**config.mk**
```make
export PLATFORM = sky130hd
export DESIGN_NAME = tlm_readout
export DESIGN_NICKNAME = d
export VERILOG_FILES = /design/src/tlm_pkg.sv /design/src/tlm_readout.sv
export VERILOG_INCLUDE_DIRS = /design/src
export SDC_FILE = /design/constraint.sdc
export NUM_CORES = 1
export LEC_CHECK = 0
export ABC_AREA = 1
export BUFFER_PORTS_ARGS = -buffer_cell sky130_fd_sc_hd__buf_2
export CAP_MARGIN = 20
export CORE_MARGIN = 2
export CORE_UTILIZATION = 54
export DETAILED_ROUTE_END_ITERATION = 10
export MAX_ROUTING_LAYER = met4
export PLACE_DENSITY = 0.76
export SYNTH_ARGS = -nofsm -noshare
export SYNTH_HDL_FRONTEND = slang
export SYNTH_SLANG_ARGS = --single-unit
```
**constraint.sdc**
```tcl
create_clock -name clk -period 4.2 [get_ports clk]
set_clock_uncertainty 0.05 [all_clocks]
set_input_delay 0.21 -clock clk [delete_from_list [all_inputs] [get_ports clk]]
set_output_delay 0.21 -clock clk [all_outputs]
set_load 0.03 [all_outputs]
```
**src/tlm_defs.svh**
```systemverilog
// telemetry readout constants: offsets, field positions, range codes
// assumes inclusion by bare name from the top module
`ifndef TLM_DEFS_SVH
`define TLM_DEFS_SVH

`define TLM_OFS_CURRENT 8'h18
`define TLM_OFS_POWER 8'h19
`define TLM_OFS_TEMP 8'h1A
`define TLM_UNMAPPED_BYTE 8'h00
`define TLM_CODE_W 12
`define TLM_WORD_W 16
`define TLM_PROD_W 24
`define TLM_PWR_LSB 8
`define TLM_RSVD_NIBBLE 4'h0
`define TLM_CODE_MAX 12'hFFF
`define TLM_RNG_LOW 2'h0
`define TLM_RNG_MID 2'h1
`define TLM_RNG_HIGH 2'h2
`define TLM_RNG_HIGH_ALT 2'h3
`define TLM_HALF_SCALE 12'h800
`define TLM_QUARTER_SCALE 12'h400

`endif

```
**src/tlm_pkg.sv**
```systemverilog
// telemetry readout types: byte-pair read phase
// assumes tlm_defs.svh on the include path
package tlm_pkg;
   typedef enum logic [1:0] {
      TLM_HI = 2'b01,
      TLM_LO = 2'b10
   } tlm_phase_t;
endpackage

```
**src/tlm_readout.sv**
```systemverilog
// telemetry readout: current, power and temperature words served as byte pairs
// assumes converter codes arrive synchronous to clk and one byte read port
// from the serial management bus front end, one request per pulse
`timescale 1ns/1ps
`default_nettype none
`include "tlm_defs.svh"

module tlm_readout (
   input wire logic clk,
   input wire logic sys_rst,
   input wire logic [`TLM_CODE_W-1:0] load_current_sense_input,
   input wire logic [`TLM_CODE_W-1:0] remote_voltage_sense_input,
   input wire logic [`TLM_CODE_W-1:0] temperature_sense_input,
   input wire logic [1:0] nominal_range,
   input wire logic rd_req,
   input wire logic [7:0] rd_addr,
   output logic [7:0] rd_data,
   output logic rd_valid
);
   import tlm_pkg::*;

   logic [`TLM_CODE_W-1:0] cur_ff, nxt_cur;
   logic [`TLM_WORD_W-1:0] pwr_ff, nxt_pwr;
   logic [`TLM_CODE_W-1:0] tmp_ff, nxt_tmp;
   logic [`TLM_PROD_W-1:0] prod;
   logic [`TLM_WORD_W-1:0] snap_ff, nxt_snap;
   logic [`TLM_WORD_W-1:0] word;
   logic [7:0] last_addr_ff, nxt_last_addr;
   logic [7:0] rd_data_ff, nxt_rd_data;
   logic rd_valid_ff, nxt_rd_valid;
   tlm_phase_t phase_ff, nxt_phase;
   logic mapped;
   logic first_rd;

   // measurement words, refreshed every cycle
   always_comb begin
      nxt_cur = load_current_sense_input;
      case (nominal_range)
         `TLM_RNG_MID: begin
            // half step size: double the code, clip at full scale
            if (load_current_sense_input >= `TLM_HALF_SCALE) begin
               nxt_cur = `TLM_CODE_MAX;
            end else begin
               nxt_cur = {load_current_sense_input[`TLM_CODE_W-2:0], 1'b0};
            end
         end
         `TLM_RNG_LOW: begin
            // quarter step size: a quarter of full scale or more saturates
            if (load_current_sense_input >= `TLM_QUARTER_SCALE) begin
               nxt_cur = `TLM_CODE_MAX;
            end else begin
               nxt_cur = {load_current_sense_input[`TLM_CODE_W-3:0], 2'b00};
            end
         end
         default: begin
            nxt_cur = load_current_sense_input;
         end
      endcase
      // product keeps its top 16 bits; low bits are below the power lsb
      prod = remote_voltage_sense_input * cur_ff;
      nxt_pwr = prod[`TLM_PROD_W-1:`TLM_PWR_LSB];
      nxt_tmp = temperature_sense_input;
   end

   always_ff @(posedge clk) begin
      if (sys_rst) begin
         cur_ff <= 12'h000;
         pwr_ff <= 16'h0000;
         tmp_ff <= 12'h000;
      end else begin
         cur_ff <= nxt_cur;
         pwr_ff <= nxt_pwr;
         tmp_ff <= nxt_tmp;
      end
   end

   // byte-pair read port
   always_comb begin
      mapped = 1'b1;
      case (rd_addr)
         `TLM_OFS_CURRENT: word = {cur_ff, `TLM_RSVD_NIBBLE};
         `TLM_OFS_POWER: word = pwr_ff;
         `TLM_OFS_TEMP: word = {tmp_ff, `TLM_RSVD_NIBBLE};
         default: begin
            word = 16'h0000;
            mapped = 1'b0;
         end
      endcase
      // a read of another register restarts the pair
      first_rd = (phase_ff == TLM_HI) || (rd_addr != last_addr_ff);
      nxt_snap = snap_ff;
      nxt_phase = phase_ff;
      nxt_last_addr = last_addr_ff;
      nxt_rd_data = rd_data_ff;
      nxt_rd_valid = rd_req;
      if (rd_req) begin
         if (!mapped) begin
            nxt_rd_data = `TLM_UNMAPPED_BYTE;
            nxt_phase = TLM_HI;
         end else if (first_rd) begin
            nxt_snap = word;
            nxt_rd_data = word[15:8];
            nxt_phase = TLM_LO;
            nxt_last_addr = rd_addr;
         end else begin
            // both halves come from one sample
            nxt_rd_data = snap_ff[7:0];
            nxt_phase = TLM_HI;
         end
      end
   end

   always_ff @(posedge clk) begin
      if (sys_rst) begin
         snap_ff <= 16'h0000;
         phase_ff <= TLM_HI;
         last_addr_ff <= 8'h00;
         rd_data_ff <= 8'h00;
         rd_valid_ff <= 1'b0;
      end else begin
         snap_ff <= nxt_snap;
         phase_ff <= nxt_phase;
         last_addr_ff <= nxt_last_addr;
         rd_data_ff <= nxt_rd_data;
         rd_valid_ff <= nxt_rd_valid;
      end
   end

   assign rd_data = rd_data_ff;
   assign rd_valid = rd_valid_ff;

   // checks skip the edge that releases reset: the flops are still clear
   // there while $past already sees live inputs, hence the !sys_rst terms
   a_cur_low_nibble: assert property (@(posedge clk) disable iff (sys_rst)
      (rd_req && rd_addr == `TLM_OFS_CURRENT && !first_rd) |=> rd_data[3:0] == 4'h0)
      else $error("current low nibble not zero");
   a_temp_low_nibble: assert property (@(posedge clk) disable iff (sys_rst)
      (rd_req && rd_addr == `TLM_OFS_TEMP && !first_rd) |=> rd_data[3:0] == 4'h0)
      else $error("temperature low nibble not zero");

   // range scaling, one check per range code, plus one clip check shared by the mid and low codes
   a_scale_wide: assert property (@(posedge clk) disable iff (sys_rst)
      (!sys_rst && nominal_range == `TLM_RNG_HIGH)
      |=> cur_ff == $past(load_current_sense_input))
      else $error("wide range current not passed through");
   a_scale_alt: assert property (@(posedge clk) disable iff (sys_rst)
      (!sys_rst && nominal_range == `TLM_RNG_HIGH_ALT)
      |=> cur_ff == $past(load_current_sense_input))
      else $error("spare wide range code not passed through");
   a_scale_mid: assert property (@(posedge clk) disable iff (sys_rst)
      (!sys_rst && nominal_range == `TLM_RNG_MID && load_current_sense_input < `TLM_HALF_SCALE)
      |=> cur_ff == {$past(load_current_sense_input[10:0]), 1'b0})
      else $error("mid range current not doubled");
   a_scale_low: assert property (@(posedge clk) disable iff (sys_rst)
      (!sys_rst && nominal_range == `TLM_RNG_LOW
         && load_current_sense_input < `TLM_QUARTER_SCALE)
      |=> cur_ff == {$past(load_current_sense_input[9:0]), 2'b00})
      else $error("low range current not quadrupled");
   a_scale_clip: assert property (@(posedge clk) disable iff (sys_rst)
      (!sys_rst
         && ((nominal_range == `TLM_RNG_MID && load_current_sense_input >= `TLM_HALF_SCALE)
         || (nominal_range == `TLM_RNG_LOW && load_current_sense_input >= `TLM_QUARTER_SCALE)))
      |=> cur_ff == `TLM_CODE_MAX)
      else $error("scaled current not clipped at full scale");

   // independent 24-bit product, so a narrowed multiplier shows up here
   a_power_prod: assert property (@(posedge clk) disable iff (sys_rst)
      !sys_rst |=> pwr_ff == 16'(({12'h000, $past(remote_voltage_sense_input)}
         * {12'h000, $past(cur_ff)}) >> `TLM_PWR_LSB))
      else $error("power word not product of codes");
   a_temp_pass: assert property (@(posedge clk) disable iff (sys_rst)
      !sys_rst |=> tmp_ff == $past(temperature_sense_input))
      else $error("temperature code altered");

   // byte-pair sequencing
   a_first_msb: assert property (@(posedge clk) disable iff (sys_rst)
      (!sys_rst && rd_req && mapped && first_rd)
      |=> rd_valid && rd_data == $past(word[15:8]) && phase_ff == TLM_LO)
      else $error("first read did not return high byte");
   a_first_snap: assert property (@(posedge clk) disable iff (sys_rst)
      (!sys_rst && rd_req && mapped && first_rd)
      |=> snap_ff == $past(word) && last_addr_ff == $past(rd_addr))
      else $error("first read did not capture the whole word");
   a_second_lsb: assert property (@(posedge clk) disable iff (sys_rst)
      (!sys_rst && rd_req && mapped && !first_rd)
      |=> rd_data == $past(snap_ff[7:0]) && phase_ff == TLM_HI)
      else $error("second read not from snapshot");
   a_snap_hold: assert property (@(posedge clk) disable iff (sys_rst)
      (!sys_rst && phase_ff == TLM_LO && !rd_req) |=> $stable(snap_ff) && phase_ff == TLM_LO)
      else $error("snapshot changed between reads");
   a_unmapped_zero: assert property (@(posedge clk) disable iff (sys_rst)
      (!sys_rst && rd_req && !mapped)
      |=> rd_valid && rd_data == `TLM_UNMAPPED_BYTE && phase_ff == TLM_HI)
      else $error("unmapped read not answered with zero");

   // answer strobe and data holding
   a_valid_pulse: assert property (@(posedge clk) disable iff (sys_rst)
      (!sys_rst && rd_req) |=> rd_valid ##1 (rd_valid == $past(rd_req)))
      else $error("read answer not one cycle after request");
   a_valid_idle: assert property (@(posedge clk) disable iff (sys_rst)
      (!sys_rst && !rd_req) |=> !rd_valid)
      else $error("answer strobe without request");
   a_data_hold: assert property (@(posedge clk) disable iff (sys_rst)
      (!sys_rst && !rd_req) |=> $stable(rd_data))
      else $error("read data moved without request");
   // no disable here: this one watches reset itself
   a_reset_quiet: assert property (@(posedge clk)
      sys_rst |=> !rd_valid && rd_data == 8'h00 && phase_ff == TLM_HI)
      else $error("reset did not clear the read port");

endmodule // tlm_readout

`default_nettype wire

```
Word level (Yosys, flattened, before mapping)
Index checks and enable logic that the tools add are counted.
{"block": "classes", "multipliers": 1, "magnitude_cmp": 2, "n_eq_ne": 6, "muxes": 9, "n_reduce_logical": 4}
{"operator": "one-hot mux 16 bit (3 select lines)", "n": 1}
{"operator": "equality test 8 x 5 -> 1 bit (second input constant)", "n": 3}
{"operator": "multiplier 12 x 12 -> 24 bit", "n": 1}
{"operator": "two-way mux 12 bit", "n": 2}
{"operator": "one-hot mux 12 bit (2 select lines)", "n": 1}
{"operator": "two-way mux 8 bit", "n": 2}
{"operator": ">= comparator 12 x 11 -> 1 bit (second input constant)", "n": 1}
{"operator": ">= comparator 12 bit (second input constant)", "n": 1}
{"operator": "inequality test 8 bit", "n": 1}
{"operator": "equality test 2 x 1 -> 1 bit (second input constant)", "n": 2}
{"operator": "two-way mux 2 bit", "n": 2}
{"operator": "AND reduction 3 bit", "n": 1}
{"operator": "OR reduction 3 bit", "n": 1}
{"operator": "zero test 2 bit", "n": 1}
{"operator": "logical OR 1 bit", "n": 1}
{"operator": "two-way mux 1 bit", "n": 1}
{"block": "word_totals", "ff_bits": 67, "output_inout_bits": 9, "word_cells": 30}

Depth between registers and ports, before layout
{"block": "depth", "word_depth": 4, "ltp_mapped": 22, "ltp_nobuf": 21}

Least setup slack after synthesis
OpenSTA, ideal clock, no wires.
{"block": "synth_path", "path_type": "register to register", "startpoint": "register cur_ff[3]", "endpoint": "register pwr_ff[7]", "t_arrival_ns": 4.451, "required_ns": 4.080, "setup_slack_ns": -0.370, "path_stages_with_launch": 18, "path_buffers": 1, "synth_period_minus_slack_ns": 4.570, "path_cell_list": "dfxtp_1 > clkbuf_1 > nand2_1 > fa_1 > inv_1 > fa_1 > inv_1 > fa_1 > fa_1 > fa_1 > inv_1 > ha_1 > a21oi_1 > a21boi_0 > o21ai_0 > a21oi_1 > o21ai_0 > a21oi_1"}
{"block": "synth_between", "elab_chain_len": 1}
{"item": "start: declaration", "line_no": "tlm_readout.sv:22", "text": "logic [`TLM_CODE_W-1:0] cur_ff, nxt_cur;"}
{"item": "start signal: assignment", "line_no": "tlm_readout.sv:71", "text": "cur_ff <= nxt_cur;"}
{"item": "multiplier 12 x 12 -> 24 bit", "line_no": "tlm_readout.sv:60", "text": "prod = remote_voltage_sense_input * cur_ff;"}
{"item": "end signal: assignment", "line_no": "tlm_readout.sv:72", "text": "pwr_ff <= nxt_pwr;"}
{"item": "end: declaration", "line_no": "tlm_readout.sv:23", "text": "logic [`TLM_WORD_W-1:0] pwr_ff, nxt_pwr;"}
Every way passes these cells.
A chain may end at the register's enable or synchronous reset.

Worst setup path after layout
{"block": "layout_path", "startpoint": "register cur_ff[6]", "endpoint": "register pwr_ff[14]"}
The elaborated chain is that of the path after synthesis.

==> impl_results.md <==
* Flip-flop cell with the highest count after synthesis: dfxtp_1
* Post-synth ARST share at 0%
* Worst vdd ir at 488 uV
* Outcome: finished with violations
* Total wirelength of the detailed-routed design at between 20000 and 25000 microns
* Global-route wire length before repair at ~33000 microns
* Final setup TNS at -2.48 ns
* DRC marker count from the first detailed-route iteration at slightly above 500
* Combined area of all synthesized cells at 7650 sq um
* Setup CP Type: flip-flop to flip-flop
* Average cell area after synthesis at 7.12 sq um
* Routed via count at 7303
* Tmin final at about 4.5 ns
* Highest fanout seen on the critical path at 6
* Largest net degree at the start of global routing at 44
* Clock buffers created by TritonCTS at 9
* Sinks on the clock net at 67
* Post-CTS Hold Buffers at 0
* Clock tree root buffer cell: clkbuf_16
* WP data arrival at around 4.7 ns
* Y dimension of the die at 123 microns
* DIE AREA at 15100 sq um
* Clock Pin Slew Worst Setup and Hold Paths at approximately 0.06 ns
* Area share of the largest cell type after synthesis at about 26%
* Fraction of final layout cells with drive strength greater than 1 at 23.7%
* Via/cell ratio at 5.26
* Area growth from synthesis to layout at 26.6%
* Power consumption at approximately 5700 uW
* Synthesized instance count at around 1100
* #FFs+latches synth at 67
* Worst slew margin at between 40% and 50%
* Clock Path Buffers at 2
* Element type at the critical path end: flip-flop
* Cell type with the highest aggregate area in the netlist: fa_1
* Worst endpoint required time at 4.37 ns
* Count of endpoints failing hold in the final timing report at 0
* Detail Placement HPWL at about 16000 microns
* Routed len/inst at 15.0 microns
* Total Nets Final at approximately 1400
* Chip Width at 123 microns
* Final Cell Area at 9680 sq um
* Remaining antenna violation count at 0
* Setup violation total in the final timing report at 13
* Violated checks: setup timing
* Yosys warning total at 0
* Initial Util at a little under three fifths
* P_leak at about 0.0053 uW
* Initial antenna violation count at 0
* Startpoint type of the worst setup path: flip-flop
* Number of placement rows at between 40 and 50
* Net count of the mapped netlist at approximately 1300
* Aggregate global routing overflow at 0
* Highest achievable clock rate at 0.222 GHz
* Critical Path, Cell by Cell: nand2_1 -> inv_1 -> fa_1 -> inv_1 -> fa_1 -> fa_1 -> fa_1 -> fa_1 -> inv_2 -> ha_4 -> buf_4 -> nand2_1 -> nor3_2 -> nand4_1 -> nand3_2 -> nand2_1 -> nand2_1 -> nor2_1
* Peak per-stage delay on the critical path at 0.57 ns
* Transition time of the tightest slew-check pin at just under 0.9 ns
* Crit-path most repeated cell: fa_1
* Quantity of I/O buffers inserted on ports at 57
* Detailed-route DRC error count at 0
* Number of enable flip-flop cells after synthesis at 0
* Setup slack of the critical path after layout at -0.295 ns
* Post-placement worst setup slack at -0.524 ns
* Area of the core region at 13900 sq um
* Source-to-sink clock delay at the later pin of the worst-skew pair at about 0.32 ns
* # IOs at 58
* Sequential cell area fraction in the yosys report at 17.5%
* Netlist cell types at 36
* Vias in the first global route at around 7200
* Clock tree from TritonCTS: built
* Placed standard-cell area at between 8000 and 9000 sq um
* Gp weighted congestion at ~1.0
* Total inserted antenna cells at 0
* Max-cap check violation count at 0
* Ratio of total power to cell area at approximately 590 nW/um^2
* Final cycle utilization of the critical path at 107%
* Worst hold-check path type: primary input to flip-flop
* Cell with the largest stage delay on the worst path: fa_1
* Dominant cells by area after synthesis: fa_1 (26%), dfxtp_1 (18%), nand2_1 (14%)
* H-Tree Level Count at 3
* Number of pins exceeding their max-slew limit in the final report at 0
* TritonRoute pass-1 iters at 5
* Total global routing track utilization at between 20% and 30%
* RSZ-0062 raised after global routing: yes
[cells by family after synthesis]
family	Yosys count	synth area share [%]
XOR/XNOR	5	0.573
AO/OA/AOI/OAI	102	7.66
AND/OR/NAND/NOR	449	24.2
adder cells (fa/ha/maj)	157	35.4
flip-flops	67	17.5
buffers and inverters	294	14.6
[worst max-delay path, delay by kind of cell, from the launching register on]
family                     cells  cell delay (ns)
DFF                            1             0.38
buffers and inverters          4             0.29
adders and majority gates      6             2.79
and+or+nand+nor                8             0.86
[stage by stage]
step | hold slack [ns] | utilization (%) | std cells
after floorplan | 0.267 | - | 1074
after global routing | 0.0469 | 69.7 | 1389
after CTS | 0.0274 | 67.9 | 1386
after global placement | 0.364 | 63.9 | 1367
final | 0.0328 | 69.7 | 1389
after detailed placement | 0.366 | 63.9 | 1367
[timing repair]
action                     CTS  global route
gates cloned                 0             0
resized for setup           56            59
setup endpoints to repair   15            16
pin swaps                   21            26
setup buffers                3             3
[Yosys cell counts (3+ instances only)]
library cell,instances
a21o_1,3
a21oi_1,42
a31oi_1,6
buf_2,5
clkbuf_1,33
clkinv_1,4
dfxtp_1,67
fa_1,99
ha_1,58
inv_1,246
inv_2,3
nand2_1,292
nand3_1,69
nand4_1,5
nor2_1,68
nor3_1,7
o21ai_0,31
o221ai_1,8
xnor2_1,3
[sequential cells by signal (all words and copies together), names as in the netlist]
register and flops:
pwr_ff 16, cur_ff 12, tmp_ff 12, last_addr_ff 8, rd_data 8, snap_ff 8
phase_ff 2, rd_valid 1
[cells in the final DEF (no fill, tap or decap), drive strengths merged, types with 3 or more instances in the layout]
master	synthesis	layout
xnor2	3	3
nand3	70	70
a31oi	6	6
nand2	293	293
a21oi	44	44
nor2	69	69
inv	249	249
dfxtp	67	67
ha	58	58
buf	8	160
clkbuf	33	10
fa	99	99
nor3	10	10
o221ai	8	8
a21o	3	3
o21ai	33	33
clkinv	4	7
nand4	5	5
[per-layer routing]
metal,up-vias,wire length (microns),GRT usage [%]
li1,3499,-,-
met1,3520,8590,35.7
met2,246,10500,50.0
met3,38,1130,4.75
met4,0,556,7.53
met5,-,0,-
[where the power goes]
group          total (uW)  internal (uW)  switching, uW
sequential            768            718           50.3
combinational        4110           1830           2280
clock                 814            521            293
[worst paths after layout]
check             cells after the start  slack, ns         end                       start
hold / removal                        3       0.03   tmp_ff[5]  temperature_sense_input[5]
hold reg to reg                       2       0.40  snap_ff[5]                  snap_ff[5]
setup / recovery                     18      -0.30  pwr_ff[14]                   cur_ff[6]
setup reg to reg                     18      -0.30  pwr_ff[14]                   cur_ff[6]
[layout make-up]
class / instances / area (sq um)
Sequential cell: 67 / 1380
Clock inverter: 6 / 90.1
Fill cell: 1100 / 4200
Timing Repair Buffer: 160 / 1110
Multi-Input combinational cell: 713 / 5700
Tap cell: 180 / 225
Inverter: 253 / 950
Clock buffer: 10 / 229
(Power assumes the default switching activity.)
